--- config.mk ---
export PLATFORM = sky130hd
export DESIGN_NAME = ssd_decode
export DESIGN_NICKNAME = d
export VERILOG_FILES = /design/src/rtl/ssd_pkg.sv /design/src/rtl/ssd_decode.sv /design/src/rtl/ssd_field_split.sv
export SDC_FILE = /design/constraint.sdc
export NUM_CORES = 1
export LEC_CHECK = 0
export BUFFER_PORTS_ARGS = -buffer_cell sky130_fd_sc_hd__clkbuf_2
export CORE_MARGIN = 8
export CORE_UTILIZATION = 55
export DETAILED_ROUTE_END_ITERATION = 16
export PLACE_DENSITY = 0.89
export RECOVER_POWER = 25
export SLEW_MARGIN = 20
export SYNTH_ARGS = -nofsm -noshare
export SYNTH_HDL_FRONTEND = slang
export SYNTH_SLANG_ARGS = --single-unit
--- constraint.sdc ---
create_clock -name clk -period 4.2 [get_ports clk]
set_clock_uncertainty 0.1 [all_clocks]
set_input_delay 1.26 -clock clk [delete_from_list [all_inputs] [get_ports clk]]
set_output_delay 1.26 -clock clk [all_outputs]
set_load 0.01 [all_outputs]
--- src/rtl/ssd_pkg.sv ---
// Package for the segment selector decode block: selector layout, widths, reset values.
// Assumes it is compiled before every module that imports it.
package ssd_pkg;

  // ************************************************************
  // Widths and selector layout
  // ************************************************************
  localparam int SSD_SEL_W = 16;
  localparam int SSD_OFS_W = 16;
  localparam int SSD_PTR_W = 32;
  localparam int SSD_PHYS_W = 24;
  localparam int SSD_IDX_W = 13;
  localparam int SSD_PRIV_LSB = 0;
  localparam int SSD_PRIV_W = 2;
  localparam int SSD_TSEL_BIT = 2;
  localparam int SSD_IDX_LSB = 3;
  localparam int SSD_DESC_SHIFT = 3;
  localparam int SSD_REAL_SHIFT = 4;
  localparam int SSD_NUM_SEGREG = 4;

  // ************************************************************
  // Reset values
  // ************************************************************
  localparam logic [SSD_SEL_W-1:0] SSD_SEL_RST = 16'h0000;
  localparam logic [SSD_PHYS_W-1:0] SSD_BASE_RST = 24'h000000;

  typedef enum logic {SSD_MODE_REAL, SSD_MODE_PROT} ssd_mode_t;

  typedef struct packed {
    logic [SSD_IDX_W-1:0] index;
    logic table_select_bit;
    logic [SSD_PRIV_W-1:0] requested_privilege_field;
  } ssd_sel_t;

  typedef struct packed {
    logic [SSD_SEL_W-1:0] selector;
    logic [SSD_OFS_W-1:0] offset;
  } ssd_ptr_t;

  typedef struct packed {
    logic table_select_bit;
    logic [SSD_IDX_W-1:0] index;
  } ssd_segid_t;

endpackage : ssd_pkg

--- src/rtl/ssd_decode.sv ---
// Segment selector decode: holds segment registers, emits descriptor lookups,
// and forms physical addresses from held base plus an unsigned offset.
// Assumes the lookup side returns a 24-bit segment base with a one-cycle valid pulse.
// Assumes every input is synchronous to clk.
`timescale 1ns/1ps
`default_nettype none
module ssd_decode
  import ssd_pkg::*;
#(
  parameter int NUM_SEGREG = SSD_NUM_SEGREG
)
(
  // Clock and reset
  input wire logic clk,
  input wire logic rstn,
  // Mode and table base registers
  input wire logic prot_mode,
  input wire logic [SSD_PHYS_W-1:0] global_table_base_reg,
  input wire logic [SSD_PHYS_W-1:0] local_table_base_reg,
  // Selector load request
  input wire logic load_valid,
  input wire logic [$clog2(NUM_SEGREG)-1:0] load_seg,
  input wire logic [SSD_SEL_W-1:0] load_selector,
  output logic load_busy,
  // Descriptor lookup
  output logic desc_req,
  output logic [SSD_PHYS_W-1:0] desc_addr,
  output logic desc_table_select_bit,
  input wire logic desc_valid,
  input wire logic [SSD_PHYS_W-1:0] desc_base,
  // Access request
  input wire logic acc_valid,
  input wire logic [$clog2(NUM_SEGREG)-1:0] acc_seg,
  input wire logic [SSD_OFS_W-1:0] acc_offset,
  output logic phys_valid,
  output logic [SSD_PHYS_W-1:0] phys_addr,
  output ssd_ptr_t phys_ptr
);

  // ************************************************************
  // Parameter checks
  // ************************************************************
  localparam int SW = $clog2(NUM_SEGREG);

  // A count that is not a power of two leaves select codes that index past the arrays.
  if (NUM_SEGREG < 2) begin : g_chk_min
    $error("NUM_SEGREG must be at least 2");
  end
  if (NUM_SEGREG != (1 << SW)) begin : g_chk_pow2
    $error("NUM_SEGREG must be a power of two");
  end

  // ************************************************************
  // Address arithmetic
  // ************************************************************
  // Offset is zero-extended, never sign-extended, so offsets above 7FFF stay positive.
  function automatic logic [SSD_PHYS_W-1:0] seg_add(input logic [SSD_PHYS_W-1:0] base,
                                                    input logic [SSD_OFS_W-1:0] ofs);
    seg_add = base + {{(SSD_PHYS_W-SSD_OFS_W){1'b0}}, ofs};
  endfunction : seg_add

  function automatic logic [SSD_PHYS_W-1:0] real_base(input logic [SSD_SEL_W-1:0] sel);
    real_base = {{(SSD_PHYS_W-SSD_SEL_W-SSD_REAL_SHIFT){1'b0}}, sel,
                 {SSD_REAL_SHIFT{1'b0}}};
  endfunction : real_base

  // ************************************************************
  // Selector field split
  // ************************************************************
  ssd_segid_t split_id;
  logic [SSD_PHYS_W-1:0] split_addr;

  ssd_field_split u_split (
    .selector(load_selector),
    .global_base(global_table_base_reg),
    .local_base(local_table_base_reg),
    .seg_id(split_id),
    .desc_addr(split_addr)
  );

  // ************************************************************
  // Segment registers and load sequencer
  // ************************************************************
  // At most one lookup is outstanding, so two states suffice.
  typedef enum logic {SSD_IDLE, SSD_WAIT} ssd_state_t;

  ssd_state_t state_q, state_d;
  logic [SSD_SEL_W-1:0] sel_q [NUM_SEGREG];
  logic [SSD_SEL_W-1:0] sel_d [NUM_SEGREG];
  logic [SSD_PHYS_W-1:0] base_q [NUM_SEGREG];
  logic [SSD_PHYS_W-1:0] base_d [NUM_SEGREG];
  logic [SW-1:0] pend_q, pend_d;
  logic [SSD_SEL_W-1:0] pend_sel_q, pend_sel_d;
  logic desc_req_q, desc_req_d;
  logic [SSD_PHYS_W-1:0] desc_addr_q, desc_addr_d;
  logic desc_tsel_q, desc_tsel_d;

  always_comb begin
    state_d = state_q;
    sel_d = sel_q;
    base_d = base_q;
    pend_d = pend_q;
    pend_sel_d = pend_sel_q;
    desc_req_d = 1'b0;
    desc_addr_d = desc_addr_q;
    desc_tsel_d = desc_tsel_q;
    unique case (state_q)
      SSD_IDLE: begin
        if (load_valid) begin
          if (prot_mode) begin
            // Protected mode: fetch the descriptor before the register becomes usable.
            pend_d = load_seg;
            pend_sel_d = load_selector;
            desc_req_d = 1'b1;
            desc_addr_d = split_addr;
            desc_tsel_d = split_id.table_select_bit;
            state_d = SSD_WAIT;
          end else begin
            // Real mode needs no lookup, so the register is usable at the next edge.
            sel_d[load_seg] = load_selector;
            base_d[load_seg] = real_base(load_selector);
          end
        end
      end
      SSD_WAIT: begin
        // A load that arrives while the lookup is outstanding is dropped, not queued.
        // Callers must wait for load_busy to fall before the next protected load.
        if (desc_valid) begin
          sel_d[pend_q] = pend_sel_q;
          base_d[pend_q] = desc_base;
          state_d = SSD_IDLE;
        end
      end
    endcase
  end

  always_ff @(posedge clk or negedge rstn) begin
    if (!rstn) begin
      state_q <= SSD_IDLE;
      for (int i = 0; i < NUM_SEGREG; i++) begin
        sel_q[i] <= SSD_SEL_RST;
        base_q[i] <= SSD_BASE_RST;
      end
      pend_q <= '0;
      pend_sel_q <= SSD_SEL_RST;
      desc_req_q <= 1'b0;
      desc_addr_q <= SSD_BASE_RST;
      desc_tsel_q <= 1'b0;
    end else begin
      state_q <= state_d;
      sel_q <= sel_d;
      base_q <= base_d;
      pend_q <= pend_d;
      pend_sel_q <= pend_sel_d;
      desc_req_q <= desc_req_d;
      desc_addr_q <= desc_addr_d;
      desc_tsel_q <= desc_tsel_d;
    end
  end

  // ************************************************************
  // Access path
  // ************************************************************
  // Accesses use only the held selector and base; the address carries 16 offset bits.
  // An access taken at the edge where a load completes still sees the old contents.
  logic phys_valid_q, phys_valid_d;
  logic [SSD_PHYS_W-1:0] phys_addr_q, phys_addr_d;
  ssd_ptr_t phys_ptr_q, phys_ptr_d;
  logic busy_q, busy_d;

  always_comb begin
    phys_valid_d = acc_valid;
    phys_addr_d = phys_addr_q;
    phys_ptr_d = phys_ptr_q;
    busy_d = (state_d == SSD_WAIT);
    if (acc_valid) begin
      phys_addr_d = seg_add(base_q[acc_seg], acc_offset);
      phys_ptr_d = '{selector: sel_q[acc_seg], offset: acc_offset};
    end
  end

  always_ff @(posedge clk or negedge rstn) begin
    if (!rstn) begin
      phys_valid_q <= 1'b0;
      phys_addr_q <= SSD_BASE_RST;
      phys_ptr_q <= '0;
      busy_q <= 1'b0;
    end else begin
      phys_valid_q <= phys_valid_d;
      phys_addr_q <= phys_addr_d;
      phys_ptr_q <= phys_ptr_d;
      busy_q <= busy_d;
    end
  end

  // ************************************************************
  // Output registers
  // ************************************************************
  assign load_busy = busy_q;
  assign desc_req = desc_req_q;
  assign desc_addr = desc_addr_q;
  assign desc_table_select_bit = desc_tsel_q;
  assign phys_valid = phys_valid_q;
  assign phys_addr = phys_addr_q;
  assign phys_ptr = phys_ptr_q;

endmodule : ssd_decode
`default_nettype wire

--- src/rtl/ssd_field_split.sv ---
// Combinational split of a selector into its fields and the descriptor address.
// Assumes the table bases come from the caller's table base registers.
`timescale 1ns/1ps
`default_nettype none
module ssd_field_split
  import ssd_pkg::*;
(
  // Selector in
  input wire logic [SSD_SEL_W-1:0] selector,
  // Table bases
  input wire logic [SSD_PHYS_W-1:0] global_base,
  input wire logic [SSD_PHYS_W-1:0] local_base,
  // Decoded
  output ssd_segid_t seg_id,
  output logic [SSD_PHYS_W-1:0] desc_addr
);
  ssd_sel_t sel;
  logic [SSD_PHYS_W-1:0] scaled;

  always_comb begin
    sel = ssd_sel_t'(selector);
    // The privilege field is dropped here so it can never steer selection.
    seg_id = '{table_select_bit: sel.table_select_bit, index: sel.index};
    scaled = SSD_PHYS_W'(sel.index) << SSD_DESC_SHIFT;
    if (sel.table_select_bit) begin
      desc_addr = local_base + scaled;
    end else begin
      desc_addr = global_base + scaled;
    end
  end
endmodule : ssd_field_split
`default_nettype wire

Yosys cells after proc, flatten, opt, wreduce, memory -nomap -nowiden

Cells that the tools add are included.

$add $sub $neg: 3
$mul: 0
Div/mod/pow operators: 0
Magnitude comparators: 5
Eq/ne operators: 3
Shifts and indexed selects: 0
Muxes and demuxes: 32
Bitwise logic cells: 4
Reductions and logical operators: 4

Operators by type and width:

| cell                                                        | number |
|---|---|
| 2-to-1 mux 96 bit                                           | 3 |
| bitwise mux 96 bit                                          | 2 |
| 2-to-1 mux 64 bit                                           | 3 |
| case mux 96 bit (2 select lines)                            | 1 |
| bitwise mux 64 bit                                          | 2 |
| case mux 64 bit (2 select lines)                            | 1 |
| 2-to-1 mux 24 bit                                           | 5 |
| demux 24 bit (select 2 bit)                                 | 2 |
| adder 24 x 16 -> 24 bit                                     | 3 |
| demux 16 bit (select 2 bit)                                 | 2 |
| 2-to-1 mux 16 bit                                           | 4 |
| binary-select mux 24 bit (select 2 bit)                     | 1 |
| binary-select mux 16 bit (select 2 bit)                     | 1 |
| greater-or-equal comparator 3 bit (second input constant)   | 3 |
| NOT 2 -> 3 bit                                              | 3 |
| less-than comparator 3 x 1 -> 1 bit (second input constant) | 2 |
| != test 2 bit (second input constant)                       | 3 |
| AND reduction 3 bit                                         | 2 |
| 2-to-1 mux 1 bit                                            | 4 |
| logical AND 1 bit                                           | 2 |
| case mux 1 bit (2 select lines)                             | 1 |
| NOT 1 bit                                                   | 1 |

Bits in registers: 262
Latch bits: 0
RAM bits: 0
Memory bits (read-only): 0
Input bits: 114
Output and inout bits: 84
Word-level logic and storage cells: 69
Memories: 0

Longest topological paths before layout

Depth after elaboration: 9
Mapped depth: 14
Gate-level depth less buffers: 10

Modules after synthesis

A second synthesis with hierarchy kept.

Cell total of the unflattened synthesis: 1456
Area, all modules: 13924.6 sq um

By module, submodules not included:

| module          | instances | cells each | area an instance (sq um) | seq. area each (sq um) |
|---|---|---|---|---|
| ssd_decode      | 1         | 1299       | 12705.9                  | 6556.3 |
| ssd_field_split | 1         | 157        | 1218.7                   | 0.0 |

Worst setup path after synthesis

OpenSTA, ideal clock, no wires.

Path kind: in2reg
From: input acc_seg[0]
To: register phys_addr_q[23], in the netlist phys_addr[23]
Library setup time: 0.069 ns
Data arrival time: 4.669 ns
Required time: 4.031 ns
Path slack: -0.638 ns
Stages: 14
Path buffers: 5
Cells stage by stage: clkbuf_2 -> buf_4 -> buf_2 -> buf_2 -> mux4_2 -> ha_1 -> clkbuf_1 -> nand2_1 -> o21ai_0 -> a21oi_1 -> o21ai_1 -> a221oi_2 -> or4b_2 -> nand3_1

Cells in the longest elaborated chain, start to end: 5

Ends and longest elaborated chain:

| what                                                 | RTL line          | RTL |
|---|---|---|
| start: declaration                                   | ssd_decode.sv:33  | `input wire logic [$clog2(NUM_SEGREG)-1:0] acc_seg,` |
| NOT 2 -> 3 bit (implied by the code)                 | ssd_decode.sv:177 | `phys_addr_d = seg_add(base_q[acc_seg], acc_offset);` |
| binary-select mux 24 bit (select 2 bit)              | ssd_decode.sv:177 |  |
| 2-to-1 mux 24 bit (implied by the code) (2 in a row) | ssd_decode.sv:177 |  |
| adder 24 x 16 -> 24 bit                              | ssd_decode.sv:59  | `seg_add = base + {{(SSD_PHYS_W-SSD_OFS_W){1'b0}}, ofs};` |
| end signal: assignment                               | ssd_decode.sv:190 | `phys_addr_q <= phys_addr_d;` |
| end: declaration                                     | ssd_decode.sv:167 | `logic [SSD_PHYS_W-1:0] phys_addr_q, phys_addr_d;` |

Every way passes these cells. The select of a mux whose other input is x is not followed.
A chain may end at the register's enable or synchronous reset.

Worst setup path after layout

From: input load_selector[2]
To: register desc_addr_q[18], in the netlist desc_addr[18]

Cells in the longest elaborated chain, start to end: 1

Ends and longest elaborated chain:

| what                   | RTL line              | RTL |
|---|---|---|
| start: declaration     | ssd_decode.sv:23      | `input wire logic [SSD_SEL_W-1:0] load_selector,` |
| 2-to-1 mux 24 bit      | ssd_field_split.sv:25 | `if (sel.table_select_bit) begin` |
| end signal: assignment | ssd_decode.sv:156     | `desc_addr_q <= desc_addr_d;` |
| end: declaration       | ssd_decode.sv:95      | `logic [SSD_PHYS_W-1:0] desc_addr_q, desc_addr_d;` |

Every way passes these cells.

==> impl_metrics.ini <==
[power]
p_leak_nw = 7.43
ir_worst_vdd_mv = 0.265
p_total_mw = 7.80
pwr_density_cell_nw_per_um2 = 487

[detailed_routing]
vias = 11977
drc = 0
vias_per_cell = 6.28
wl_per_cell_um = 21.0
dr.pass1.iters = 6
routed_wirelength_um = 40000
drtIter0Drc = 1636
antenna_left = 0

[floorplanning]
die_w_um = 173
core_area_um2 = 24200
die_y_um = 173
io_pins = 198
num_rows = 57
dieArea_um2 = 29800
start_util_pct = 55.7

[clock_network]
cts_tree = yes
clk_path_buf_depth = 3
cts_buffers = 27
postCtsHoldBufs = 0
cts_setup_buffers = 0
htree_levels = 1
post_cts_resize_count = 0
cts.sinks = 261
clkLatencyLatePin_ps = 540
path_clk_slew_ps = 60
clk_root_buffer_cell = clkbuf_16

[synth]
async_flop_share_pct = 100
ys_top_cells_by_area = dfrtp_1, nand2_1, mux4_2, o21ai_0, mux2_2
synth_edf_count = 0
netlist_instances = 1380
synth_top_area_share_pct = 48.3
synthFlopType = dfrtp_1
synth_warnings = 0
yosys.area.top_type = dfrtp_1
synthAdderAreaFrac_pct = 2.98
ys_seq_area_share_pct = 48.3
synth.net_count = 1525
ys_types = 63
yosys.area_share.simple_pct = 12.7
yosysMostFrequentCell = nand2_1
syn_avg_cell_area_um2 = 9.79
ys_ff_latch = 261
yosys-top-cells-count = nand2_1, dfrtp_1, o21ai_0
synth_xor_area_share_pct = 2.01
synth_top_family_by_area = compound AO/OA/AOI/OAI gates
syn_area_um2 = 13500
synth_compound_area_share_pct = 18.5
synth.area.mux_share_pct = 12.3

[critical_path]
startpoint_type = input pin
reg2reg_from = base_q[0]
cp-end-kind = flop
required_ps = 4540
slowest_delay_ps = 370
cp.arrival_ps = 4150
crit_top_cell = buf_4
cp-startpoint = load_selector[2]
worstSetupPathType = in2reg
cp_max_fo = 19
cpMaxStageDelayCell = mux2_2
crit_chain = clkbuf_2 -> buf_4 -> buf_4 -> mux2_2 -> ha_1 -> and4_2 -> a31oi_1 -> o221ai_1 -> a21oi_1 -> o21ai_0 -> and3_1 -> o31ai_1

[placement]
dp_hpwl_um = 28000
port_buffers = 197
dp_slack_ps = -101
place.gp.congestion = 0.916

[timing]
worst_slack_ps = 395
finalSetupViolCount = 0
fin_crit_sh_pct = 90.6
worstMarginPinSlew_ps = 2190
fin_crit_ps = 3800
slew_viol_final = 89
rsz0062_at_grt = no
slew_headroom_pct = -45.9
timing_hold_violations_final = 0
fin_tns_setup_ps = 0
hold_slack_ps = 377
clock.fmax_mhz = 263

[worst_hold_path]
min_from = base_q[50]
hp-class = reg2reg

[global_routing]
grt_pass1_vias = 12143
grt_max_degree = 89
grt_use_total_pct = 26.2
grt_first_pass_wirelength_um = 64800
grt_antenna_before_repair = 4
overflow = 0

[layout]
area_delta_synth_final_pct = 18.5
post-route-util_pct = 66.0
layout-drive-gt1-share_pct = 27.7
fin_nets = 1701

[outcome]
status = complete, but fails checks
violations = max-capacitance violations, max-slew violations

[job]
maxCapViolations = 1
-- per-stage QoR --
step                instances  instance area (µm²)
floorplan                1380                13600
global placement         1851                15200
detailed placement       1851                15200
CTS                      1900                16000
global route             1904                16000
finish                   1906                16000
-- metal layers --
metal	track usage, %	part of all wire, %
met4	10.2	3.4
met5	0	0
met3	7.54	12
met1	34.3	40
met2	41.0	46
-- placed cells by master (no fill, tap or decap), types with 3 or more instances in the layout --
cell          n
nor3_2        3
a21oi_1      62
dfrtp_1     260
and2_1        3
a21o_1       18
clkbuf_8      6
o21ai_1       3
xor2_1       15
and3_1        4
o31ai_1      28
clkbuf_16    27
clkbuf_4      3
nor2b_1       5
xnor2_1      16
clkbuf_2    197
clkinv_2      8
mux2_2       60
mux4_2       40
nand4_1       4
ha_1         26
o21a_1        3
buf_4        43
o21ai_0     157
nand2_1     279
diode_2       6
nor2_1       86
nor3_1        8
clkinvlp_4    4
nand2b_1      7
a31oi_1     103
buf_12        9
inv_1         8
o32a_2        3
a22o_1        8
mux2i_1       8
nand3_1       5
-- worst max-delay path, delay by kind of cell --
family                   cells  cell delay, ps
adder cells (fa/ha/maj)      1             350
AND/OR/NAND/NOR              2             520
buffers and inverters        3             560
multiplexers                 1             370
AO/OA/AOI/OAI                5            1090
-- path summary, 6_finish.rpt --
| kind | to | slack, ps | cells past startpoint |
|---|---|---|---|
| max reg2reg | phys_addr[20] | 1150 | 9 |
| max | desc_addr[18] | 400 | 12 |
| max in group asynchronous | desc_addr[13] | 790 | 2 |
| min in group asynchronous | phys_addr[23] | 1270 | 1 |
| min | base_q[50] | 380 | 2 |
| min reg2reg | base_q[50] | 380 | 2 |
-- report_power, final --
group	switching, mW	total, mW	internal [mW]
clock	1.02	2.37	1.35
sequential	0.349	3.37	3.02
combinational	1.18	2.06	0.878
total	2.55	7.80	5.24
-- final cells by class --
class / count / area (µm²)
multi-input cells: 1005 / 6630
repair buffers: 252 / 1510
fillers: 1796 / 8240
diodes: 6 / 15.0
flip-flops and latches: 261 / 6530
well taps: 324 / 405
clock inverters: 15 / 118
clock buffers: 34 / 762
inverters: 9 / 33.8
-- kinds of logic (layout without fill, tap and decap cells) --
kind of cell    count (synthesis)  in the layout
simple gates                  421            421
compound gates                414            414
flops                         261            261
buf+inv                       114            310
mux                           108            108
fa+ha+maj                      31             31
xor+xnor                       31             31
other cells                     0              6
-- sequential cells by signal (all words and copies together) (netlist names) --
signal      flops
pend_sel_q     16
sel_q          64
base_q         96
phys_addr      24
desc_addr      24
phys_ptr       32
desc_req        1
pend_q          2
load_busy       1
phys_valid      1
Note: power is estimated with default switching activity, not from simulation.
